<file path="config.mk">
export PLATFORM = sky130hd
export DESIGN_NAME = redundant_controller_role_fsm
export DESIGN_NICKNAME = d
export VERILOG_FILES = /design/src/logic/role_fsm_pkg.sv /design/src/logic/role_ctl_if.sv /design/src/logic/silence_timer.sv /design/src/logic/role_reg_port.sv /design/src/logic/redundant_controller_role_fsm.sv
export VERILOG_INCLUDE_DIRS = /design/src /design/src/logic
export SDC_FILE = /design/constraint.sdc
export NUM_CORES = 1
export LEC_CHECK = 0
export BUFFER_PORTS_ARGS = -buffer_cell sky130_fd_sc_hd__buf_2
export CORE_MARGIN = 5
export CORE_UTILIZATION = 55
export DETAILED_ROUTE_END_ITERATION = 16
export PLACE_DENSITY_LB_ADDON = 0.2
export SLEW_MARGIN = 30
export SYNTH_ARGS = -nofsm -noshare
export SYNTH_HDL_FRONTEND = slang
export SYNTH_HIERARCHICAL = 1
export SYNTH_SLANG_ARGS = --single-unit
export TNS_END_PERCENT = 30
</file>
<file path="constraint.sdc">
create_clock -name clock -period 2.8 [get_ports clock]
set_input_delay 0.28 -clock clock [delete_from_list [all_inputs] [get_ports clock]]
set_output_delay 0.28 -clock clock [all_outputs]
set_load 0.01 [all_outputs]
</file>
<file path="src/logic/role_fsm_consts.svh">
// constants for the redundant controller role machine
//
// Overview of operation
// - wait to standby needs run, online, primary peer on link, mismatches permitted
// - wait to primary needs online and primary permission from a stop-to-run transition
// - wait to primary also needs ring control or a linked peer not running
// - standby becomes primary when peer enters wait or standby
// - standby becomes primary when ring link and redundancy link are both lost
// - standby becomes primary when primary peer receives a swap command
// - standby drops to wait after 3 s link silence while ring link healthy
// - standby drops to wait on forbidden online change or firmware update
// - safety variant standby drops to wait on safe change without maintenance mode
// - primary drops to wait when all drops lost and standby peer reaches one
// - primary designated b drops to wait when b peer is primary
// - primary becomes standby when drops lost, peer reaches one, link healthy
// - primary becomes standby when a task halts and standby peer runs all
// - primary becomes standby on swap command while peer is standby
// - every primary to standby move also needs all mismatches permitted
// - any active role enters stop on a run to stop transition
// - primary to standby passes through wait for at least one scan
// - drops healthy while one is seen, unhealthy after 3 s with none
// - on simultaneous contention for primary with equal drop visibility the a designated controller wins
// - when only one controller sees a drop that one wins primary
`ifndef ROLE_FSM_CONSTS_SVH
`define ROLE_FSM_CONSTS_SVH

// register offsets
`define OFS_CTRL        8'h00
`define OFS_CMD         8'h04
`define OFS_STATUS      8'h08

// command bits
`define CMD_SWAP_BIT    0
`define CMD_WARM_BIT    1

// reset values
`define CTRL_RESET      9'h000

// timing
`define CLOCK_PERIOD_NS 64'd8
`define SILENCE_MS      64'd3000
`define DROP_LOSS_MS    64'd3000
`define SILENCE_CYC     (`SILENCE_MS * 64'd1000000 / `CLOCK_PERIOD_NS)
`define DROP_LOSS_CYC   (`DROP_LOSS_MS * 64'd1000000 / `CLOCK_PERIOD_NS)

`endif

</file>
<file path="src/logic/role_fsm_pkg.sv">
// types shared by the role machine modules
package role_fsm_pkg;

    typedef enum logic [1:0] {
        ROLE_WAIT,
        ROLE_STANDBY,
        ROLE_PRIMARY,
        ROLE_STOP
    } role_t;

    typedef struct packed {
        logic designate_b;
        logic safety_variant;
        logic maint_mode;
        logic fw_update_allow;
        logic online_mod_allow;
        logic logic_mm_allow;
        logic fw_mm_allow;
        logic online;
        logic run;
    } ctrl_t;

    typedef struct packed {
        logic  primary_request;
        logic  pend_standby;
        logic  permit_primary;
        logic  link_silent;
        logic  drop_ok;
        role_t role;
    } status_t;

endpackage

</file>
<file path="src/logic/role_ctl_if.sv">
// carrier between the register port and the role machine
`timescale 1ns/1ns
interface role_ctl_if;
    import role_fsm_pkg::*;

    ctrl_t   ctrl;
    logic    swap_pulse;
    logic    warm_pulse;
    status_t status;

    modport regs (
        output ctrl,
        output swap_pulse,
        output warm_pulse,
        input  status
    );

    modport core (
        input  ctrl,
        input  swap_pulse,
        input  warm_pulse,
        output status
    );
endinterface

</file>
<file path="src/logic/silence_timer.sv">
// counts how long a health level has stayed low
`timescale 1ns/1ns
module silence_timer
    import role_fsm_pkg::*;
#(
    parameter int unsigned LIMIT = 32'd375000000
) (
    input  wire logic clock,
    input  wire logic reset,
    input  wire logic alive,
    output logic      expired
);

    typedef struct packed {
        logic [31:0] cnt;
        logic        expired;
    } timer_state_t;

    timer_state_t s_q;
    timer_state_t s_d;

    // saturating, so a long outage never wraps back to healthy
    always_comb begin
        s_d = s_q;
        if (alive) begin
            s_d.cnt     = 32'h00000000;
            s_d.expired = 1'b0;
        end else if (s_q.cnt < LIMIT) begin
            s_d.cnt = s_q.cnt + 32'h00000001;
        end else begin
            s_d.expired = 1'b1;
        end
    end

    always_ff @(posedge clock or posedge reset) begin
        if (reset) begin
            s_q <= '0;
        end else begin
            s_q <= s_d;
        end
    end

    assign expired = s_q.expired;

endmodule

</file>
<file path="src/logic/role_reg_port.sv">
// software register port for the role machine
`timescale 1ns/1ns
`include "role_fsm_consts.svh"
module role_reg_port
    import role_fsm_pkg::*;
(
    input  wire logic        clock,
    input  wire logic        reset,
    input  wire logic [7:0]  addr,
    input  wire logic [31:0] wdata,
    input  wire logic        wr,
    input  wire logic        rd,
    output logic [31:0]      rdata,
    role_ctl_if.regs         ctl
);

    typedef struct packed {
        ctrl_t       ctrl;
        logic        swap;
        logic        warm;
        logic [31:0] rdata;
    } port_state_t;

    port_state_t s_q;
    port_state_t s_d;

    always_comb begin
        s_d       = s_q;
        s_d.swap  = 1'b0;
        s_d.warm  = 1'b0;
        s_d.rdata = 32'h00000000;
        if (wr && addr == `OFS_CTRL) begin
            s_d.ctrl = ctrl_t'(wdata[8:0]);
        end
        // command writes are one-cycle pulses, nothing is stored
        if (wr && addr == `OFS_CMD) begin
            s_d.swap = wdata[`CMD_SWAP_BIT];
            s_d.warm = wdata[`CMD_WARM_BIT];
        end
        // unmapped addresses read as zero
        if (rd) begin
            case (addr)
                `OFS_CTRL:   s_d.rdata = {23'h000000, s_q.ctrl};
                `OFS_STATUS: s_d.rdata = {25'h0000000, ctl.status};
                default:     s_d.rdata = 32'h00000000;
            endcase
        end
    end

    always_ff @(posedge clock or posedge reset) begin
        if (reset) begin
            s_q      <= '0;
            s_q.ctrl <= ctrl_t'(`CTRL_RESET);
        end else begin
            s_q <= s_d;
        end
    end

    assign rdata          = s_q.rdata;
    assign ctl.ctrl       = s_q.ctrl;
    assign ctl.swap_pulse = s_q.swap;
    assign ctl.warm_pulse = s_q.warm;

endmodule

</file>
<file path="src/logic/redundant_controller_role_fsm.sv">
// role state machine of one controller in a redundant pair
//
// Local design decisions: the address-and-strobe port and the register offsets.
`timescale 1ns/1ns
`include "role_fsm_consts.svh"
module redundant_controller_role_fsm
    import role_fsm_pkg::*;
#(
    parameter int unsigned SILENCE_CYCLES   = 32'(`SILENCE_CYC),
    parameter int unsigned DROP_LOSS_CYCLES = 32'(`DROP_LOSS_CYC)
) (
    input  wire logic        clock,
    input  wire logic        reset,
    // register port
    input  wire logic [7:0]  addr,
    input  wire logic [31:0] wdata,
    input  wire logic        wr,
    input  wire logic        rd,
    output logic [31:0]      rdata,
    // scan timing
    input  wire logic        scan_tick,
    // own health and application status
    input  wire logic        redundancy_link_alive,
    input  wire logic        ring_link_ok,
    input  wire logic        controls_ring,
    input  wire logic        drop_seen,
    input  wire logic        task_halted,
    input  wire logic        fw_mismatch,
    input  wire logic        logic_mismatch,
    input  wire logic        changes_exist,
    input  wire logic        fw_update_exist,
    input  wire logic        safe_change,
    // counterpart state received over the redundancy link
    input  wire role_t       peer_role,
    input  wire logic        peer_run,
    input  wire logic        peer_designate_b,
    input  wire logic        peer_drops_ok,
    input  wire logic        peer_all_tasks_run,
    input  wire logic        peer_maint_mode,
    input  wire logic        peer_swap_cmd,
    input  wire logic        peer_primary_request,
    // own state sent to the counterpart
    output role_t            role,
    output logic             primary_request
);

    // ------------------------------------------------------------------
    // sub-blocks
    // ------------------------------------------------------------------

    role_ctl_if ctl ();

    logic link_silent;
    logic drop_lost;

    role_reg_port u_regs (
        .clock (clock),
        .reset (reset),
        .addr  (addr),
        .wdata (wdata),
        .wr    (wr),
        .rd    (rd),
        .rdata (rdata),
        .ctl   (ctl.regs)
    );

    silence_timer #(
        .LIMIT (SILENCE_CYCLES)
    ) u_link_timer (
        .clock   (clock),
        .reset   (reset),
        .alive   (redundancy_link_alive),
        .expired (link_silent)
    );

    // drops stay healthy until none has been seen for the full window
    silence_timer #(
        .LIMIT (DROP_LOSS_CYCLES)
    ) u_drop_timer (
        .clock   (clock),
        .reset   (reset),
        .alive   (drop_seen),
        .expired (drop_lost)
    );

    // ------------------------------------------------------------------
    // state
    // ------------------------------------------------------------------

    typedef struct packed {
        role_t role;
        logic  run_prev;
        logic  permit_primary;
        logic  swap_pend;
        logic  pend_standby;
        logic  primary_req;
    } fsm_state_t;

    fsm_state_t s_q;
    fsm_state_t s_d;

    // ------------------------------------------------------------------
    // helper functions
    // ------------------------------------------------------------------

    // every existing mismatch must carry its permission
    function automatic logic mismatches_ok(input ctrl_t c,
                                           input logic  fw_mm,
                                           input logic  logic_mm,
                                           input logic  changes);
        mismatches_ok = (!fw_mm || c.fw_mm_allow)
                     && (!logic_mm || c.logic_mm_allow)
                     && (!changes || c.online_mod_allow);
    endfunction

    // contention outcome: drop visibility first, then a/b designation
    function automatic logic wins_contention(input logic own_drops,
                                             input logic peer_drops,
                                             input logic own_b,
                                             input logic peer_req);
        if (!peer_req) begin
            wins_contention = 1'b1;
        end else if (own_drops != peer_drops) begin
            wins_contention = own_drops;
        end else begin
            wins_contention = !own_b;
        end
    endfunction

    // ------------------------------------------------------------------
    // condition terms
    // ------------------------------------------------------------------

    ctrl_t c;
    logic  drop_ok;
    logic  link_ok;
    logic  mm_ok;
    logic  run_rise;
    logic  run_fall;
    logic  want_primary;
    logic  go_standby_from_wait;
    logic  stby_to_wait_change;
    logic  stby_to_wait_safe;
    logic  stby_to_wait_silent;
    logic  stby_to_primary;
    logic  prim_to_wait;
    logic  prim_to_standby;

    always_comb begin
        c        = ctl.ctrl;
        drop_ok  = !drop_lost;
        link_ok  = !link_silent;
        mm_ok    = mismatches_ok(c, fw_mismatch, logic_mismatch, changes_exist);
        run_rise = c.run && !s_q.run_prev;
        run_fall = !c.run && s_q.run_prev;

        // wait to primary
        want_primary = c.online
                    && s_q.permit_primary
                    && (controls_ring || (link_ok && !peer_run));

        // wait to standby
        go_standby_from_wait = c.run
                            && c.online
                            && link_ok
                            && peer_role == ROLE_PRIMARY
                            && mm_ok;

        // standby to wait
        stby_to_wait_change = (changes_exist && !c.online_mod_allow)
                           || (fw_update_exist && !c.fw_update_allow);
        stby_to_wait_safe   = c.safety_variant
                           && safe_change
                           && !c.maint_mode
                           && !peer_maint_mode;
        stby_to_wait_silent = link_silent && ring_link_ok;

        // standby to primary; peer state only trusted while the link is alive
        stby_to_primary = (link_ok && (peer_role == ROLE_WAIT
                                       || peer_role == ROLE_STANDBY))
                       || (!ring_link_ok && link_silent)
                       || (link_ok && peer_role == ROLE_PRIMARY
                                   && peer_swap_cmd);

        // primary to wait
        prim_to_wait = (c.designate_b && peer_designate_b
                        && peer_role == ROLE_PRIMARY)
                    || (!drop_ok && peer_role == ROLE_STANDBY
                        && peer_drops_ok && !(link_ok && mm_ok));

        // primary to standby, always gated by the mismatch permissions
        prim_to_standby = mm_ok
                       && peer_role == ROLE_STANDBY
                       && ((!drop_ok && peer_drops_ok && link_ok)
                           || (task_halted && peer_all_tasks_run)
                           || s_q.swap_pend);
    end

    // ------------------------------------------------------------------
    // next state
    // ------------------------------------------------------------------

    always_comb begin
        s_d = s_q;

        // swap commands between scans are latched; a new command beats the scan clear
        if (scan_tick) begin
            s_d.swap_pend = 1'b0;
        end
        if (ctl.swap_pulse) begin
            s_d.swap_pend = 1'b1;
        end

        // the request is advertised continuously so the peer can arbitrate
        s_d.primary_req = (s_q.role == ROLE_WAIT) && want_primary;

        // transitions are only taken on the scan boundary
        if (scan_tick) begin
            s_d.run_prev = c.run;

            if (run_rise) begin
                s_d.permit_primary = 1'b1;
            end
            if (run_fall) begin
                s_d.permit_primary = 1'b0;
            end

            case (s_q.role)
                ROLE_STOP: begin
                    if (run_rise) begin
                        s_d.role = ROLE_WAIT;
                    end
                end
                ROLE_WAIT: begin
                    if (run_fall) begin
                        s_d.role         = ROLE_STOP;
                        s_d.pend_standby = 1'b0;
                    end else if (s_q.pend_standby && go_standby_from_wait) begin
                        // a full scan has been spent in wait
                        s_d.role         = ROLE_STANDBY;
                        s_d.pend_standby = 1'b0;
                    end else if (want_primary
                                 && wins_contention(drop_ok, peer_drops_ok,
                                                    c.designate_b,
                                                    peer_primary_request)) begin
                        s_d.role           = ROLE_PRIMARY;
                        s_d.permit_primary = 1'b0;
                    end else if (go_standby_from_wait) begin
                        s_d.role = ROLE_STANDBY;
                    end
                end
                ROLE_STANDBY: begin
                    // a forbidden or safe change outranks promotion, even on total loss; silence comes last
                    if (run_fall) begin
                        s_d.role = ROLE_STOP;
                    end else if (stby_to_wait_change || stby_to_wait_safe) begin
                        s_d.role = ROLE_WAIT;
                    end else if (stby_to_primary) begin
                        s_d.role = ROLE_PRIMARY;
                    end else if (stby_to_wait_silent) begin
                        s_d.role = ROLE_WAIT;
                    end
                end
                ROLE_PRIMARY: begin
                    if (run_fall) begin
                        s_d.role = ROLE_STOP;
                    end else if (prim_to_wait) begin
                        s_d.role = ROLE_WAIT;
                    end else if (prim_to_standby) begin
                        // standby is reached through one scan of wait
                        s_d.role         = ROLE_WAIT;
                        s_d.pend_standby = 1'b1;
                    end
                end
                default: begin
                    s_d.role = ROLE_STOP;
                end
            endcase
        end
    end

    // ------------------------------------------------------------------
    // registers
    // ------------------------------------------------------------------

    // start in stop so no controller claims outputs before software runs it
    always_ff @(posedge clock or posedge reset) begin
        if (reset) begin
            s_q      <= '0;
            s_q.role <= ROLE_STOP;
        end else begin
            s_q <= s_d;
        end
    end

    // ------------------------------------------------------------------
    // outputs
    // ------------------------------------------------------------------

    assign role            = s_q.role;
    assign primary_request = s_q.primary_req;

    assign ctl.status.role            = s_q.role;
    assign ctl.status.drop_ok         = !drop_lost;
    assign ctl.status.link_silent     = link_silent;
    assign ctl.status.permit_primary  = s_q.permit_primary;
    assign ctl.status.pend_standby    = s_q.pend_standby;
    assign ctl.status.primary_request = s_q.primary_req;

endmodule

</file>
* Word-level counts from Yosys, hierarchy flattened
Cells that the tools add are included.
W data, S select, Z words.
** Word-level totals
- Word-level logic and storage cells :: 158
- Register bits after elaboration :: 115
** Cells by class
- Add/subtract/negate cells :: 2
- Magnitude comparators :: 2
- Equal/unequal tests :: 18
- Reduce and logical (&&, ||, !) cells :: 73
- Multiplexer cells :: 42
** Operators by type and width (number)
- $mux W32 :: 3
- $mux W33 :: 2
- $add A32 B1 Y32 const B :: 2
- $lt A32 B29 Y1 const B :: 2
- $logic_and A1 B1 Y1 :: 37
- $mux W2 :: 13
- $mux W1 :: 21
- $pmux W9 S2 :: 1
- $logic_not A1 Y1 :: 15
- $logic_or A1 B1 Y1 :: 12
- $ne A2 B2 Y1 const B :: 6
- $eq A8 B3 Y1 const B :: 1
- $eq A8 B4 Y1 const B :: 1
- $logic_not A8 Y1 :: 1
- $pmux W2 S4 :: 1
- $reduce_bool A2 Y1 :: 4
- $eq A2 B2 Y1 const B :: 3
- $reduce_and A6 Y1 :: 1
- $ne A5 B3 Y1 const B :: 1
- $ne A5 B5 Y1 const B :: 1
- $reduce_and A5 Y1 :: 1
- $eq A2 B1 Y1 const B :: 2
- $logic_not A2 Y1 :: 2
- $ne A4 B4 Y1 const B :: 1
- other kinds (3) :: 3

* Logic depth before layout (Yosys ltp)
Gate-level depths: netlist of the first run.
- Depth in word-level cells :: 15
- Gate-level depth with buffers :: 8
- Depth with buffers taken out :: 7

* Cells and area by module
Netlist of the first run, hierarchy kept.
** Modules (own cells, without submodules)
- silence_timer (u_link_timer) :: cells each 195, area an instance 1780.5 µm², instances 1
- silence_timer (u_drop_timer) :: cells each 185, area an instance 1754.2 µm², instances 1
- role_reg_port :: cells each 80, area an instance 975.9 µm², instances 1
- redundant_controller_role_fsm :: cells each 73, area an instance 619.3 µm², instances 1

* Worst setup path before layout of the first run
OpenSTA, ideal clock, no wires.
- Path kind :: register -> register
- Start :: reg u_link_timer/s_q[16] (netlist bit)
- End :: reg u_link_timer/s_q[14] (netlist bit)
- Setup time :: 0.125 ns
- Data required time :: 2.675 ns
- Path buffers :: 1
- Cell stages (with the launch flop) :: 8
- Setup slack :: 0.613 ns
- Data arrival time :: 2.062 ns
- Cell sequence :: dfrtp_1 > or4_4 > a21oi_2 > nor3_1 > or2_4 > buf_6 > nor4_1 > mux2_2
** On the way
- Longest elaborated chain between the ends :: 2
** RTL lines
- from (decl) :: RTL line silence_timer.sv:19 : timer_state_t s_q;
- from (signal assigned) :: RTL line silence_timer.sv:37 : s_q <= '0;
- from (signal assigned) :: RTL line silence_timer.sv:39 : s_q <= s_d;
- $lt A32 B29 Y1 :: RTL line silence_timer.sv:28 : end else if (s_q.cnt < LIMIT) begin
- $reduce_bool A2 Y1 (no source line)
No other way between the ends.
A chain may end at the register's enable or synchronous reset.

* Final worst setup path of the first run
- Start :: reg u_drop_timer/s_q[16] (netlist bit)
- End :: reg u_drop_timer/s_q[21] (netlist bit)
** On the way
- Longest elaborated chain between the ends :: 3
- Elaborated cells between the ends (all ways) :: 5
- Classes of those cells :: 1 x add/sub; 1 x order compare; 2 x mux; 1 x reduce/logical
** RTL lines
- from (decl) :: RTL line silence_timer.sv:19
- from (signal assigned) :: RTL line silence_timer.sv:37
- from (signal assigned) :: RTL line silence_timer.sv:39
- $add A32 B1 Y32 :: RTL line silence_timer.sv:29 : s_d.cnt = s_q.cnt + 32'h00000001;
- $mux W32 :: RTL line silence_timer.sv:28
- $mux W33 :: RTL line silence_timer.sv:25 : if (alive) begin
Parallel ways exist; a longest one is shown, timed or not. The select of a mux whose other input is x is not followed.

==> run summary, run 1 <==
clk_skew: 0.009641 ns
Crit. End Element: flip-flop
Tcrit/Tclk final: 84.43%
CTS tree: yes
GR Util met2: 31.40%
die height: 106.3 um
Iter 0 DRT Violations: 220
setup tns final: 0 ns
Post-Route WL: 10330 um
Syn Area/Cell: 9.602 um2
GRT Total Usage: 19.81%
fillers: 768
first-pass GRT wire length: 18540 um
Clock Sinks: 92
initial antenna violation count: 0
CP peak stage delay: 0.69 ns
pin count of the biggest net entering global routing: 40
Combinational Power Share: 9.2%
Max Clk Rate: 0.4230 GHz
CP cell instances: nor4_1, a311o_1, nand4_4, or3_1, a21oi_1
remaining global-route overflow: 0
post-detail-place hpwl: 7337 um
slowest library cell on the worst path: a311o_1
Cells after Synth: 531
area delta synth->final: 8.957%
Finished Layout Cells: 692
Cell Area, Synth: 0.005099 mm2
Clock transition at path regs: 0.09 ns
root buf cell: clkbuf_8
Site Rows: 35
Die ar.: 0.01130 mm2
Clk Latency, worst-skew pair: 0.35 ns
leakage dissipation: 2.522 nW
routed len/inst: 14.93 um
placer congestion estimate: 0.9203
Post-CTS Hold Buffers: 1
# IOs: 99
vias in the first global route: 3965
Reg power frac: 52.2%
WP data arrival: 2.63 ns
switch share: 24.72%
Num CTS Buffers: 9
grt met3 use: 3.339%
met1 Usage GRT: 27.81%
drt via density: 5.694
global routing's busiest layer: met2
Initial Utilization: 55.71%
DRC viols: 0
clock power share: 38.6%
layout cell share with drive strength beyond 1: 18.42%
WP data required: 3.07 ns
Final min period: 2.364 ns
Hold Vio Cnt, Final: 0
WS Path Type: flip-flop to flip-flop
H-tree levels: 3
Slew @ Worst Pin: 0.7378 ns
Final Setup Violations: 0
post-cts resize count: 0
Max Cap Viol: 0
Post-DRT Antenna Nets: 0
via count: 3940
Die W: 106.3 um
status: finished, final reports clean
core area: 0.009153 mm2
synth warn: 6
CP Launch Type: flip-flop
VDD IR-drop max: 0.2745 mV
CP max FO: 17
clk buf depth: 2
relative slew slack: 50.76%
buffer count from post-CTS setup fixing: 0
pwr dens: 494.1 mW/mm2
NumNets Final: 643
# diodes: 0
PortBufs: 52
dpl cells: 675
DRT Pass-1 Iters: 4
RSZ-0062 raised after global routing: false
Cell Int Power: 2.066 mW
Slew Limit Fails: 0
P_sw: 0.6785 mW
hold crit path type: input port to flip-flop
==> worst max-delay path, delay by kind of cell (launching register included) <==
| family | cells | cell delay, ns |
|---|---|---|
| compound gates | 2 | 0.84 |
| flops | 1 | 0.43 |
| simple gates | 3 | 1.01 |
==> state kept, by name, indices dropped and copies added, names as in the netlist <==
| name | count |
|---|---|
| role | 2 |
| primary_request | 1 |
| u_drop_timer/s_q | 32 |
| u_regs/rdata | 9 |
| s_q | 2 |
| u_regs/ctl.swap_pulse | 1 |
| u_link_timer/expired | 1 |
| u_regs/ctl.ctrl | 9 |
| u_link_timer/s_q | 32 |
| u_drop_timer/expired | 1 |
| ctl.status | 2 |
==> final timing paths <==
path                       cells past startpoint  slack, ns                          endpoint                             start
setup / recovery                               5       0.44  u_drop_timer/s_q[21]$_DFFE_PP0P_  u_drop_timer/s_q[16]$_DFFE_PP0P_
hold / removal                                 2       0.16    u_regs/ctl.ctrl[5]$_DFFE_PP0P_                          wdata[5]
setup reg to reg                               5       0.44  u_drop_timer/s_q[21]$_DFFE_PP0P_  u_drop_timer/s_q[16]$_DFFE_PP0P_
hold reg to reg                                1       0.45                s_q[2]$_DFFE_PP0P_   u_regs/ctl.swap_pulse$_DFF_PP0_
max in group asynchronous                      4       1.61  u_drop_timer/s_q[20]$_DFFE_PP0P_                             reset
min in group asynchronous                      3       0.47         ctl.status[4]$_DFFE_PP0P_                             reset
==> routing by layer <==
metal	share of wire, %	vias to the layer above
li1	-	1928
met1	48	1914
met2	46	93
met3	5.1	5
met4	0.78	0
met5	0	-
==> metrics by stage <==
stage	power, mW	instance area, um2	setup slack, ns	util [%]	hold WS, ns
global route	2.893	5555	0.2127	60.70	0.1365
CTS	2.782	5555	0.4249	60.70	0.1375
floorplan	1.665	5181	0.6129	-	0.08195
finish	2.745	5555	0.4359	60.70	0.1571
detailed placement	1.709	5306	0.4486	57.98	0.2849
global placement	1.701	5306	0.4745	57.98	0.2797
==> cells in the final DEF, fill, tap and decap left out, types with 5 or more instances in the layout <==
master and n:
nor3_1 10, nand3_1 29, nor2b_1 16, nand2b_1 7
nand4_1 15, nor4_1 5, mux2i_1 8, and4_1 5
xor2_1 23, and3_1 15, or4_1 6, inv_1 16
nand2_1 32, buf_2 52, mux2_2 15, a21oi_1 27
or3_1 20, clkbuf_8 9, nor2_1 60, o21ai_0 21
conb_1 23, nor4b_1 5, dfrtp_1 90, xnor2_1 6
==> power groups by stage <==
stage               clock, mW  combinational, mW  sequential [mW]
floorplan                   0              0.251             1.41
global placement            0              0.245             1.46
detailed placement          0              0.252             1.46
CTS                      1.10              0.255             1.43
global route             1.16              0.292             1.44
finish                   1.06              0.252             1.43
==> final cells by class <==
type / instances / area (um2) / share of cell area [%]
Sequential cell: 92 / 2305 / 41.49
Multi-Input combinational cell: 401 / 2520 / 45.36
Clock buffer: 10 / 127.6 / 2.297
Clock inverter: 6 / 111.4 / 2.005
Timing Repair Buffer: 56 / 292.8 / 5.270
Inverter: 16 / 60.06 / 1.081
Tap cell: 111 / 138.9 / 2.500
Power figures use the tool's default switching activity.
==> inputs of run 2 (changes only) <==
Settings changed: ABC_AREA set to 1.
Clock period 2.8 ns to 2.4 ns, I/O delays scaled along.
==> run 2 against run 1 <==
- first-iteration DRC count up 100%
- worst setup slack better by 0.15 ns
- utilization down 0.28 points
- clock skew down 0.0047 ns
- clock-buffer cell count down 1
- non-clock buffer count up 3
- sequential share of layout area down 9.7 points
- final area up 31%
- sequential cell count unchanged
- sequential power up 18%
- critical endpoint is now u_drop_timer/s_q[16]$_DFFE_PP0P_
- largest power group unchanged
==> run summary, run 2 <==
setup tns final: 0 ns
Num CTS Buffers: 9
DRT Pass-1 Iters: 5
pin count of the biggest net entering global routing: 40
Hold Vio Cnt, Final: 0
fillers: 1161
DRC viols: 0
Tcrit/Tclk final: 75.51%
Crit. End Element: flip-flop
clk buf depth: 2
pwr dens: 493.6 mW/mm2
vias in the first global route: 5777
relative slew slack: 50.15%
synth warn: 6
Final min period: 1.812 ns
post-detail-place hpwl: 11670 um
H-tree levels: 3
via count: 6359
Clock transition at path regs: 0.07 ns
WS Path Type: flip-flop to flip-flop
Post-Route WL: 15890 um
worst hold slack: 0.1303 ns
remaining global-route overflow: 0
area delta synth->final: 7.767%
root buf cell: clkbuf_16
placed cell areas: 0.006947 mm2
Slew @ Worst Pin: 0.7470 ns
Final Core Density: 60.42%
CTS tree: yes
Iter 0 DRT Violations: 447
Cell Area, Synth: 0.006734 mm2
core area: 0.01201 mm2
GRT Total Usage: 22.77%
Die W: 120.7 um
Post-DRT Antenna Nets: 0
# diodes: 0
WP data required: 2.68 ns
clk_skew: 0.004965 ns
VDD IR-drop max: 0.3384 mV
die height: 120.7 um
drt via density: 5.221
Clock Sinks: 92
footprint of the multi-input gates: 0.003731 mm2
Site Rows: 40
routed len/inst: 13.05 um
Max Clk Rate: 0.5518 GHz
first-pass GRT wire length: 27230 um
Max Cap Viol: 0
initial antenna violation count: 0
Cells after Synth: 1024
placer congestion estimate: 0.9067
status: finished, final reports clean
PortBufs: 52
CP Launch Type: flip-flop
hold crit path type: input port to flip-flop
# IOs: 99
NumNets Final: 1133
register area: 0.002305 mm2
Initial Utilization: 56.06%
layout cell share with drive strength beyond 1: 14.19%
RSZ-0062 raised after global routing: false
Clk Latency, worst-skew pair: 0.34 ns
commonest non-fill, non-tap cell in the layout: nand2_1
Largest regs: u_drop_timer/s_q (32), u_link_timer/s_q (32)
CP max FO: 19
Die ar.: 0.01456 mm2
leakage dissipation: 3.721 nW
most frequent cells in the layout: nand2_1 (319), nand3_1 (158), nor2_1 (156)
Syn Area/Cell: 6.576 um2
Final Setup Violations: 0
Final Cell Area: 0.007257 mm2
WP data arrival: 2.10 ns
Slew Limit Fails: 0
[run 2: layout make-up]
class                           count  area share [%]
Clock buffer                        9           3.103
Clock inverter                      7           1.034
Inverter                          109           5.638
Multi-Input combinational cell    795           51.41
Sequential cell                    92           31.76
Tap cell                          147           2.534
Timing Repair Buffer               59           4.517
[run 2: critical path, cell delays in order (launching register included)]
cell and delay (ns):
dfrtp_1 0.46, nor2_1 0.16, nand2_1 0.07, nor2_1 0.17, nand3_2 0.11, nand3_2 0.25
buf_4 0.31, nand3_1 0.11, nand2_1 0.08
[run 2: final timing paths]
kind                       cells past startpoint  slack (ns)                             start                               end
max in group asynchronous                      4        1.27                             reset  u_link_timer/s_q[32]$_DFFE_PP0P_
min in group asynchronous                      3        0.43                             reset         primary_request$_DFF_PP0_
max reg2reg                                    8        0.59  u_drop_timer/s_q[24]$_DFFE_PP0P_  u_drop_timer/s_q[16]$_DFFE_PP0P_
min reg2reg                                    1        0.47   u_regs/ctl.swap_pulse$_DFF_PP0_                s_q[2]$_DFFE_PP0P_
min                                            3        0.13                          wdata[6]    u_regs/ctl.ctrl[6]$_DFFE_PP0P_
max                                            8        0.59  u_drop_timer/s_q[24]$_DFFE_PP0P_  u_drop_timer/s_q[16]$_DFFE_PP0P_
[run 2: power breakdown]
| part | switching [mW] | internal (mW) |
|---|---|---|
| registers | 0.0781 | 1.61 |
| clock network | 0.633 | 0.815 |
| logic | 0.295 | 0.152 |
| total | 1.01 | 2.58 |
[run 2: layer usage]
layer	up-vias	track usage, %	part of all wire (%)
met5	-	0	0
met4	0	7.224	1.8
met3	26	3.461	6.2
met2	195	34.26	43
met1	2902	33.69	49
li1	3236	-	-
[run 2: through the flow]
stage | power (mW) | setup WS, ns | std cells
floorplan | 2.058 | 0.9741 | 1046
global placement | 2.152 | 0.6264 | 1201
detailed placement | 2.157 | 0.6271 | 1201
CTS | 3.613 | 0.6118 | 1218
global route | 3.763 | 0.4079 | 1218
finish | 3.582 | 0.5879 | 1218
[run 2: repair_timing]
item | in CTS | in global routing
hold buffers | 1 | 0
endpoints found under the setup margin | 0 | 0
setup buffers | 0 | 0
hold endpoints to repair | 13 | 0
resized for setup | 0 | 0
==> inputs of run 3 (changes only) <==
Settings changed: ABC_AREA 1 to 0, CORE_UTILIZATION 55 to 50.
Clock period 2.4 ns to 1.66 ns, I/O delays scaled along.
==> run 3 against run 2 <==
- the flow now finishes with violations (setup timing)
- hold slack got worse by 0.11 ns
- critical path depth decreased by 2
- die area decreased by 15%
- wire length decreased by 17%
- register-to-register slack got worse by 1.1 ns
- utilization increased by 8.9 points
- final area decreased by 5.8%
- clock-buffer cell count unchanged
- non-clock buffer count increased by 108
- cell count decreased by 32%
==> run summary, run 3 (synthesis results as in run 1) <==
status: finished, violations left
failing checks: setup timing
dpl cells: 795
Slew @ Worst Pin: 0.5986 ns
routed len/inst: 16.02 um
placer congestion estimate: 0.9043
die height: 111.0 um
CP Launch Type: flip-flop
area delta synth->final: 34.04%
Clock Sinks: 92
Initial Utilization: 51.69%
layout cell share with drive strength beyond 1: 40.14%
Hold Crit Start: wdata[2]
RSZ-0062 raised after global routing: true
Worst Hold Endpoint: u_regs/ctl.ctrl[2]$_DFFE_PP0P_
Final Cell Area: 0.006834 mm2
H-tree levels: 3
clk_skew: 0.009531 ns
GRT Total Usage: 21.40%
R2R Path Start: u_link_timer/s_q[15]$_DFFE_PP0P_
initial antenna violation count: 0
Tot Pwr: 4.544 mW
clk buf depth: 2
most frequent cells in the layout: buf_4 (101), dfrtp_1 (90), nor2_1 (56)
vias in the first global route: 4549
via count: 4577
remaining global-route overflow: 0
RR Endpoint: u_link_timer/s_q[19]$_DFFE_PP0P_
worst r2r path cells: 6
placed cell areas: 0.006107 mm2
VDD IR-drop max: 0.3933 mV
WS Path Type: flip-flop to flip-flop
WP data arrival: 2.43 ns
slowest library cell on the worst path: or4_4
pin count of the biggest net entering global routing: 34
DRT Pass-1 Iters: 5
core area: 0.009864 mm2
Die W: 111.0 um
Tcrit/Tclk final: 128.2%
most frequent CP cell: or4_4
Final min period: 2.128 ns
drt via density: 5.528
first-pass GRT wire length: 21770 um
relative slew slack: 60.09%
CP max FO: 8
Setup WS post-layout: -0.4682 ns
hold crit path type: input port to flip-flop
Post-Route WL: 13260 um
CP peak stage delay: 0.54 ns
Max Clk Rate: 0.4699 GHz
Site Rows: 36
Iter 0 DRT Violations: 298
DRC viols: 0
PortBufs: 52
NumNets Final: 757
leakage dissipation: 3.175 nW
Slew Limit Fails: 0
pwr dens: 664.9 mW/mm2
post-detail-place hpwl: 8641 um
Clock transition at path regs: 0.10 ns
fillers: 738
worst slack at placement: -0.5759 ns
Finished Layout Cells: 828
Max Cap Viol: 0
Largest regs: u_drop_timer/s_q (32), u_link_timer/s_q (32)
WP data required: 1.96 ns
CP cell instances: or4_4, a21oi_4, nor3_4, or2_4, or4_4, a21oi_2
R2R Setup Slk: -0.47 ns
Num CTS Buffers: 9
Hold Vio Cnt, Final: 0
Crit. End Element: flip-flop
CTS tree: yes
Post-DRT Antenna Nets: 0
Final Setup Violations: 63
hold path depth: 2
root buf cell: clkbuf_8
worst hold slack: 0.02450 ns
# diodes: 0
Die ar.: 0.01232 mm2
commonest non-fill, non-tap cell in the layout: buf_4
Clk Latency, worst-skew pair: 0.37 ns
# IOs: 99
-- run 3: timing repair --
item                                    in CTS  in global routing
hold endpoints to repair                    90                  1
setup buffers                                7                  5
cloned                                       2                  1
hold buffers                                 1                  1
pin swaps                                   37                 12
resized for setup                           46                 50
endpoints found under the setup margin      63                 64
-- run 3: where the power goes --
part | switching, mW | leakage [nW] | internal (mW)
clock network | 0.868 | 0.0944 | 0.717
registers | 0.0345 | 1.27 | 2.31
logic | 0.373 | 1.81 | 0.244
-- run 3: worst max-delay path by stage --
stage,to,start,slack (ns)
floorplan,u_link_timer/s_q[14]$_DFFE_PP0P_,u_link_timer/s_q[15]$_DFFE_PP0P_,-0.39
global placement,u_link_timer/s_q[14]$_DFFE_PP0P_,u_link_timer/s_q[30]$_DFFE_PP0P_,-0.43
detailed placement,u_link_timer/s_q[12]$_DFFE_PP0P_,u_link_timer/s_q[21]$_DFFE_PP0P_,-0.58
CTS,u_link_timer/s_q[12]$_DFFE_PP0P_,u_link_timer/s_q[15]$_DFFE_PP0P_,-0.45
global route,u_link_timer/s_q[2]$_DFFE_PP0P_,u_link_timer/s_q[30]$_DFFE_PP0P_,-0.54
finish,u_link_timer/s_q[19]$_DFFE_PP0P_,u_link_timer/s_q[15]$_DFFE_PP0P_,-0.47
-- run 3: through the flow --
stage / utilization [%] / setup TNS (ns)
after floorplan: - / -12.35
after detailed placement: 61.91 / -22.94
final: 69.28 / -18.65
after global placement: 61.91 / -18.44
after CTS: 66.73 / -17.53
after global routing: 69.28 / -23.21
-- run 3: final cells by class --
type / instances / area [um2] / share of cell area [%]
multi-input cells: 404 / 2907 / 42.53
clock buffers: 9 / 123.9 / 1.813
well taps: 133 / 166.4 / 2.435
inverters: 16 / 60.06 / 0.8788
flip-flops and latches: 92 / 2305 / 33.72
clock inverters: 7 / 81.33 / 1.190
repair buffers: 167 / 1191 / 17.43
-- run 3: metal layers --
layer	share of wire, %	wire length [um]	global-route usage [%]
met5	0	0	0
met4	2.4	323	9.770
met3	5.7	750	4.694
met2	48	6372	33.66
met1	44	5816	28.29
-- run 3: critical path, delay by kind of cell, from the launching register on --
kind,cells,cell delay (ns)
AND/OR/NAND/NOR,4,1.37
flip-flops,1,0.39
AO/OA/AOI/OAI,2,0.29
